[src/verilog/sleep_ctl_regs.svh]
// offsets, field positions, reset values and timing counts of the sleep controller
// assumes word addressing on the register bus (one 32-bit word per index)
`ifndef SLEEP_CTL_REGS_SVH
`define SLEEP_CTL_REGS_SVH
// ----------------------------------------
// register indices
// ----------------------------------------
`define IDX_SMC   2'h0
`define IDX_CMP   2'h1
`define IDX_T2M   2'h2
`define IDX_STAT  2'h3
// ----------------------------------------
// field positions
// ----------------------------------------
`define SMC_SE_BIT    0
`define SMC_MODE_LSB  1
`define SMC_MODE_MSB  3
`define CMP_DIS_BIT   7
`define T2M_OVF_BIT   0
`define T2M_CMP_BIT   1
// ----------------------------------------
// reset values
// ----------------------------------------
`define SMC_RST  4'h0
`define T2M_RST  2'h0
// ----------------------------------------
// mode codes
// ----------------------------------------
`define MODE_IDLE  3'h0
`define MODE_NR    3'h1
`define MODE_PD    3'h2
`define MODE_PS    3'h3
`define MODE_STBY  3'h6
// ----------------------------------------
// timing counts, in clock cycles
// ----------------------------------------
`define WAKE_HALT_CK   4'h4
`define PD_STARTUP_CK  4'h6
`define STBY_WAKE_CK   4'h6
`endif

[src/verilog/sleep_ctl_pkg.sv]
// types shared by the sleep controller
// assumes nothing beyond the regs header
package sleep_ctl_pkg;
  typedef enum logic [1:0] {PH_ACTIVE, PH_SLEEP, PH_START, PH_HALT} phase_t;

  typedef struct packed {
    logic core;
    logic flash;
    logic io;
    logic adc;
    logic asy;
    logic main_osc;
    logic tmr_osc;
    logic t2_sync;
  } dom_t;

  typedef struct packed {
    phase_t     phase;
    logic [2:0] mode;
    logic       rst_wake;
    logic [3:0] cnt;
    logic [3:0] smc;
    logic       cmp_on;
    logic [1:0] t2m;
    logic       waitreq;
    logic [7:0] rdata;
    dom_t       dom;
    logic       stall;
    logic       adc_start;
    logic       rst_vec;
    logic       resume;
    logic       retain;
    logic       asleep;
  } st_t;
endpackage

[src/verilog/sleep_ctl.sv]
// sleep-mode controller: mode registers, clock-domain gating, wake-up sequencing
// assumes inputs synchronous to mclk; reset sources reset the core elsewhere
module sleep_ctl (
  input  wire logic        mclk,
  input  wire logic        arst_n,
  input  wire logic        clk_en,
  input  wire logic [1:0]  avs_address,
  input  wire logic        avs_read,
  input  wire logic        avs_write,
  input  wire logic [31:0] avs_writedata,
  output logic [31:0]      avs_readdata,
  output logic             avs_waitrequest,
  input  wire logic        sleep_instr,
  input  wire logic        sys_reset_req,
  input  wire logic        global_int_en,
  input  wire logic        ext_external_interrupt_zero_irq,
  input  wire logic        external_interrupt_zero_is_level,
  input  wire logic        pin_change_irq,
  input  wire logic        usi_start_irq,
  input  wire logic        t2_ovf_irq,
  input  wire logic        t2_cmp_irq,
  input  wire logic        t2_async,
  input  wire logic        t2_running,
  input  wire logic        spm_ready_irq,
  input  wire logic        adc_done_irq,
  input  wire logic        adc_enabled,
  input  wire logic        cmp_irq,
  input  wire logic        other_io_irq,
  input  wire logic        ext_crystal,
  output logic             core_clk_en,
  output logic             flash_clk_en,
  output logic             io_clk_en,
  output logic             adc_clk_en,
  output logic             async_clk_en,
  output logic             main_osc_en,
  output logic             timer_osc_en,
  output logic             t2_sync_clk_en,
  output logic             core_stall,
  output logic             adc_conv_start,
  output logic             reset_vector_req,
  output logic             irq_resume,
  output logic             cmp_pwr_en,
  output logic             mem_retain,
  output logic             sleeping
);
  `include "sleep_ctl_regs.svh"

  sleep_ctl_pkg::st_t s_q;
  sleep_ctl_pkg::st_t s_d;

  // ----------------------------------------
  // decoders
  // ----------------------------------------
  // standby without a crystal falls back to power-down
  function automatic logic [2:0] eff_mode(input logic [2:0] m, input logic xtal);
    eff_mode = (m == `MODE_STBY && !xtal) ? `MODE_PD : m;
  endfunction

  function automatic logic mode_ok(input logic [2:0] m);
    mode_ok = (m == `MODE_IDLE) || (m == `MODE_NR) || (m == `MODE_PD) ||
              (m == `MODE_PS) || (m == `MODE_STBY);
  endfunction

  function automatic sleep_ctl_pkg::dom_t dom_for(input logic [2:0] m, input logic asy,
                                                  input logic run);
    sleep_ctl_pkg::dom_t d;
    d = '0;
    case (m)
      `MODE_IDLE: begin
        d.io       = 1'b1;
        d.adc      = 1'b1;
        d.asy      = 1'b1;
        d.main_osc = 1'b1;
        d.tmr_osc  = asy;
      end
      `MODE_NR: begin
        d.adc      = 1'b1;
        d.asy      = 1'b1;
        d.main_osc = 1'b1;
        d.tmr_osc  = asy;
      end
      `MODE_PS: begin
        d.asy     = 1'b1;
        d.tmr_osc = asy;
        // sync clock for timer two only
        d.t2_sync = run && !asy;
      end
      `MODE_STBY: d.main_osc = 1'b1;
      default: d = '0;
    endcase
    dom_for = d;
  endfunction

  // counts are loaded minus one; the start phase lasts count cycles, at least one
  function automatic logic [3:0] startup_cnt(input logic [2:0] m);
    case (m)
      `MODE_PD, `MODE_PS: startup_cnt = `PD_STARTUP_CK - 4'h1;
      `MODE_STBY:         startup_cnt = `STBY_WAKE_CK - 4'h1;
      default:            startup_cnt = 4'h0;
    endcase
  endfunction

  // ----------------------------------------
  // wake sources
  // ----------------------------------------
  logic t2_irq;
  logic external_interrupt_zero_lvl;
  logic async_src;
  logic wake_hit;

  always_comb begin
    t2_irq    = global_int_en && ((t2_ovf_irq && s_q.t2m[`T2M_OVF_BIT]) ||
                                  (t2_cmp_irq && s_q.t2m[`T2M_CMP_BIT]));
    external_interrupt_zero_lvl  = ext_external_interrupt_zero_irq && external_interrupt_zero_is_level;
    async_src = usi_start_irq || pin_change_irq || external_interrupt_zero_lvl;
    case (s_q.mode)
      `MODE_IDLE: wake_hit = async_src || ext_external_interrupt_zero_irq || (t2_irq && t2_async) ||
                             spm_ready_irq || adc_done_irq || other_io_irq ||
                             (cmp_irq && s_q.cmp_on);
      `MODE_NR:   wake_hit = async_src || (t2_irq && t2_async) || spm_ready_irq ||
                             adc_done_irq;
      `MODE_PS:   wake_hit = async_src || (t2_irq && (t2_async || s_q.dom.t2_sync));
      default:    wake_hit = async_src;
    endcase
  end

  // ----------------------------------------
  // next state
  // ----------------------------------------
  logic [2:0] req_mode;

  always_comb begin
    s_d           = s_q;
    req_mode      = eff_mode(s_q.smc[`SMC_MODE_MSB:`SMC_MODE_LSB], ext_crystal);
    s_d.adc_start = 1'b0;
    s_d.rst_vec   = 1'b0;
    s_d.resume    = 1'b0;
    s_d.waitreq   = 1'b1;
    s_d.retain    = 1'b1;

    // one wait cycle, then a single low-waitrequest cycle per access
    if ((avs_read || avs_write) && s_q.waitreq) begin
      s_d.waitreq = 1'b0;
      case (avs_address)
        `IDX_SMC:  s_d.rdata = {4'h0, s_q.smc};
        `IDX_CMP:  s_d.rdata = {!s_q.cmp_on, 7'h00};
        `IDX_T2M:  s_d.rdata = {6'h00, s_q.t2m};
        default:   s_d.rdata = {s_q.phase, s_q.mode, s_q.rst_wake, s_q.stall, 1'b0};
      endcase
    end
    if (avs_write && !s_q.waitreq) begin
      case (avs_address)
        `IDX_SMC: s_d.smc    = avs_writedata[3:0];
        `IDX_CMP: s_d.cmp_on = !avs_writedata[`CMP_DIS_BIT];
        `IDX_T2M: s_d.t2m    = avs_writedata[1:0];
        default:  s_d.smc    = s_q.smc;
      endcase
    end

    case (s_q.phase)
      sleep_ctl_pkg::PH_ACTIVE: begin
        if (sleep_instr && s_q.smc[`SMC_SE_BIT] && mode_ok(req_mode)) begin
          s_d.phase = sleep_ctl_pkg::PH_SLEEP;
          s_d.mode  = req_mode;
          s_d.dom   = dom_for(req_mode, t2_async, t2_running);
          s_d.adc_start = adc_enabled &&
                          (req_mode == `MODE_IDLE || req_mode == `MODE_NR);
        end
      end
      sleep_ctl_pkg::PH_SLEEP: begin
        s_d.dom = dom_for(s_q.mode, t2_async, t2_running);
        if (sys_reset_req || wake_hit) begin
          s_d.phase        = sleep_ctl_pkg::PH_START;
          s_d.rst_wake     = sys_reset_req;
          s_d.cnt          = startup_cnt(s_q.mode);
          s_d.dom.main_osc = 1'b1;
        end
      end
      sleep_ctl_pkg::PH_START: begin
        if (sys_reset_req) begin
          s_d.rst_wake = 1'b1;
        end
        if (s_q.cnt == 4'h0) begin
          s_d.dom = '{core: 1'b1, flash: 1'b1, io: 1'b1, adc: 1'b1, asy: 1'b1,
                      main_osc: 1'b1, tmr_osc: t2_async, t2_sync: 1'b0};
          if (s_q.rst_wake || sys_reset_req) begin
            s_d.rst_vec = 1'b1;
            s_d.phase   = sleep_ctl_pkg::PH_ACTIVE;
          end else begin
            s_d.stall = 1'b1;
            s_d.cnt   = `WAKE_HALT_CK - 4'h1;
            s_d.phase = sleep_ctl_pkg::PH_HALT;
          end
        end else begin
          s_d.cnt = s_q.cnt - 4'h1;
        end
      end
      sleep_ctl_pkg::PH_HALT: begin
        if (s_q.cnt == 4'h0) begin
          s_d.stall  = 1'b0;
          s_d.resume = 1'b1;
          s_d.phase  = sleep_ctl_pkg::PH_ACTIVE;
        end else begin
          s_d.cnt = s_q.cnt - 4'h1;
        end
      end
      default: s_d.phase = sleep_ctl_pkg::PH_ACTIVE;
    endcase
    // registered so the status pin is not a decode
    s_d.asleep = (s_d.phase == sleep_ctl_pkg::PH_SLEEP);
  end

  // ----------------------------------------
  // state register
  // ----------------------------------------
  // clock enable low freezes everything, the bus handshake included
  always_ff @(posedge mclk or negedge arst_n) begin
    if (!arst_n) begin
      s_q          <= '0;
      s_q.phase    <= sleep_ctl_pkg::PH_ACTIVE;
      s_q.smc      <= `SMC_RST;
      s_q.t2m      <= `T2M_RST;
      s_q.cmp_on   <= 1'b1;
      s_q.waitreq  <= 1'b1;
      s_q.retain   <= 1'b1;
      s_q.dom      <= 8'hFF;
    end else if (clk_en) begin
      s_q <= s_d;
    end
  end

  assign avs_readdata     = {24'h000000, s_q.rdata};
  assign avs_waitrequest  = s_q.waitreq;
  assign core_clk_en      = s_q.dom.core;
  assign flash_clk_en     = s_q.dom.flash;
  assign io_clk_en        = s_q.dom.io;
  assign adc_clk_en       = s_q.dom.adc;
  assign async_clk_en     = s_q.dom.asy;
  assign main_osc_en      = s_q.dom.main_osc;
  assign timer_osc_en     = s_q.dom.tmr_osc;
  assign t2_sync_clk_en   = s_q.dom.t2_sync;
  assign core_stall       = s_q.stall;
  assign adc_conv_start   = s_q.adc_start;
  assign reset_vector_req = s_q.rst_vec;
  assign irq_resume       = s_q.resume;
  assign cmp_pwr_en       = s_q.cmp_on;
  assign mem_retain       = s_q.retain;
  assign sleeping         = s_q.asleep;
endmodule

[config.mk]
export PLATFORM = sky130hd
export DESIGN_NAME = sleep_ctl
export DESIGN_NICKNAME = d
export VERILOG_FILES = /design/src/verilog/sleep_ctl_pkg.sv /design/src/verilog/sleep_ctl.sv
export VERILOG_INCLUDE_DIRS = /design/src /design/src/verilog
export SDC_FILE = /design/constraint.sdc
export NUM_CORES = 1
export LEC_CHECK = 0
export ABC_AREA = 1
export BUFFER_PORTS_ARGS = -buffer_cell sky130_fd_sc_hd__buf_2
export CAP_MARGIN = 20
export CORE_UTILIZATION = 45
export DETAILED_ROUTE_END_ITERATION = 16
export GPL_TIMING_DRIVEN = 0
export MAX_ROUTING_LAYER = met4
export PLACE_DENSITY = 0.8
export SLEW_MARGIN = 20
export SYNTH_ARGS = -nofsm -noshare
export SYNTH_HDL_FRONTEND = slang
export SYNTH_SLANG_ARGS = --single-unit
[constraint.sdc]
create_clock -name mclk -period 2.1 [get_ports mclk]
set_input_delay 0.525 -clock mclk [delete_from_list [all_inputs] [get_ports mclk]]
set_output_delay 0.525 -clock mclk [all_outputs]
set_load 0.01 [all_outputs]
==> metrics <==
vias in the first global route=2,228; Metal-1 WL=2.51 mm; sw power=0.00162 W; Final Cycle Share=92.9%; internal power=0.00228 W; drt via density=4.73; initial drt markers=150; via count=2,291; dpl hpwl=4.36 mm; Die Width=76.6 µm; drt pass-1 iters=4; Synth area leaders=dfrtp_1 (29%), nand2_1 (11%), buf_4 (10%); CTS root buffer=clkbuf_8; fill cell count=470; Max Used Layer=met4; Peak supply drop=0.000541 V; EDFF count, synth=0; Yosys warning total=0; Post-Syn Instances=330; Critical R2R Launch=s_q[38]; CORE AREA=0.00524 mm²; R2R depth=11; Synth Register Bits=38; Final Hold Fails=0; antenna violations before repair=0; first-pass GRT wire length=9.79 mm; Critical Path RT=2290 ps; power share of the clock group=19.8%; share of layout cells above drive strength 1=32.9%; Ports=104; Initial Util=47.8%; final-report setup violation count=0; Layout Skew=6.05 ps; met3 wire len=255 µm; crit path cell chain=inv_1, ha_1, clkbuf_4, clkinvlp_4, buf_4, o22ai_1, a21oi_1, nand2_1, nand2_1, nand3_1, nand2_1; Rel. slew slack=44.2%; ys async rst share=100%; Port Buffers=50; slowest stage delay, CP=480 ps; Setup crit start kind=flip-flop; largest net degree at the start of global routing=39; CTS Buffer Depth=2; Min-Delay Path Class=in2async; Worst EP arrival=2140 ps; GRT Total Usage=21.7%; combinational power share=47.9%; cts hold-fix bufs=0; Placer Congestion=0.900; clock sink count=38; DRT Wirelength=5.72 mm; Clock Latency Late Sink=300 ps; Die Y-Extent=76.6 µm; Max FO, Critical Path=10; worst r2r dst=sleeping; Num CTS Buffers=5; unrepaired setup endpoints after global routing=false; top cell type's share of synthesized area=29.0%; CP Capture Type=flip-flop; register area share after synthesis=38.5%; Cell Pwr Density=1260 mW/mm²; CP max-delay cell=dfrtp_2; drt wl/cell=11.8 µm; status=complete, no violations; synthesized cell area=0.00250 mm²; Synth area leader=dfrtp_1; Yosys cell types=39; Sequential Power Share=32.3%; DRC viols=0; layout overhead on the synthesized area=23.9%; Antenna Cells=0; row cnt=26; switching share of total power=41.5%; setup slack after placement=11.1 ps; TritonCTS clock tree=built; grt total ovfl=0; static leakage=1.64 nW; clock slew at reported path FFs=80 ps; setup total negative slack=0 ps; CP Class=reg2reg; Syn Area/Cell=7.58 µm²; Main synth FF type=dfrtp_1; max-slew violations=0; Most common cell on crit path=nand2_1; fin nets=477; Least-Margin Pin Slew=837 ps; fmax=513 MHz; maxcap violations=0; reg2reg setup slack=150 ps; Die ar.=0.00586 mm²; CTS H-tree depth=2; Final ANT Viol Nets=0; Final Critical Period=1950 ps; worst setup margin=150 ps; DR WL met2=2.87 mm
[what timing repair did]
item / CTS / global route
buffers inserted: 0 / 3
hold endpoints to repair: 0 / 0
setup endpoints to repair: 3 / 12
gates resized for setup: 1 / 3
[synthesized netlist by cell type, drive strengths merged (2+ instances only)]
cell	number
a21boi	2
dfrtp	29
dfstp	9
a21oi	12
nor2	38
a211oi	2
inv	37
o211ai	2
nand3	20
nand4	2
ha	8
nor3	2
conb	2
buf	38
o21ai	30
nand2	79
a31oi	7
[flip-flops by register name, summed over array words and instances, names as in the netlist]
| signal | flops |
|---|---|
| t2_sync_clk_en | 1 |
| adc_clk_en | 1 |
| adc_conv_start | 1 |
| async_clk_en | 1 |
| io_clk_en | 1 |
| cmp_pwr_en | 1 |
| avs_readdata | 8 |
| main_osc_en | 1 |
| irq_resume | 1 |
| core_stall | 1 |
| s_q | 16 |
| reset_vector_req | 1 |
| core_clk_en | 1 |
| avs_waitrequest | 1 |
| sleeping | 1 |
| timer_osc_en | 1 |
[area by class of cell]
type | instances | area [µm²] | share of cell area (%)
Tap cell | 70 | 87.6 | 2.82
Inverter | 37 | 145 | 4.68
Clock inverter | 2 | 60.1 | 1.94
Clock buffer | 6 | 82.6 | 2.66
Buffer | 39 | 288 | 9.28
Timing Repair Buffer | 53 | 273 | 8.79
Sequential cell | 38 | 963 | 31.1
Multi-Input combinational cell | 239 | 1200 | 38.8
[worst max-delay path by stage]
stage / slack [ps] / to / start / cells past startpoint
after global routing: 4 / s_q[33] / s_q[38] / 11
after global placement: 40 / adc_clk_en / s_q[38] / 10
after CTS: 70 / io_clk_en / s_q[38] / 10
after detailed placement: 10 / io_clk_en / s_q[38] / 10
after floorplan: 390 / async_clk_en / s_q[38] / 10
final: 150 / sleeping / s_q[38] / 11
[layout by cell type, fill, tap and decap left out, types with 8 or more instances in the layout]
cell     synthesis  final
nand2_1         71     71
buf_2            3     52
buf_4           34     37
nor2_1          35     34
inv_1           30     29
dfrtp_1         29     28
o21ai_0         25     25
conb_1           2     25
nand3_1         20     20
a21oi_1         12     12
dfstp_2          9      9
nand2_2          8      8
ha_1             8      8
[worst max-delay path, delay by kind of cell, from the launching register on]
kind	cells	cell delay, ps
fa+ha+maj	1	170
simple gates	4	290
flops	1	480
buf+inv	4	670
compound gates	2	250
[logic make-up (layout without fill, tap and decap cells)]
family          Yosys count  after routing  share of synthesized area, %
other cells               2             25                         0.300
compound gates           59             59                          13.8
buf+inv                  76            137                          17.0
fa+ha+maj                 8              8                          4.00
xor+xnor                  2              2                         0.700
flops                    38             38                          38.5
simple gates            145            145                          25.7
[power groups by stage]
stage	Clock, W	Combinational (W)	Sequential, W
after global placement	0	0.00175	0.00126
after CTS	0.000782	0.00180	0.00126
final	0.000771	0.00187	0.00126
after detailed placement	0	0.00179	0.00127
after floorplan	0	0.00131	0.00126
after global routing	0.000825	0.00211	0.00130
[through the flow]
stage                     util (%)  std cells  power (W)  instance area, µm²  hold slack, ps
after detailed placement      55.9        473    0.00306                2930             462
after CTS                     58.6        481    0.00384                3070             358
after global routing          59.2        484    0.00423                3100             385
after global placement        55.9        473    0.00301                2930             458
final                         59.2        484    0.00390                3100             323
after floorplan                  -        353    0.00257                2590             229
[metal layers]
metal	up-vias	global-route usage, %
li1	1171	-
met5	-	-
met1	1054	25.1
met4	0	7.69
met3	8	4.67
met2	58	36.8
(Power assumes the default switching activity.)
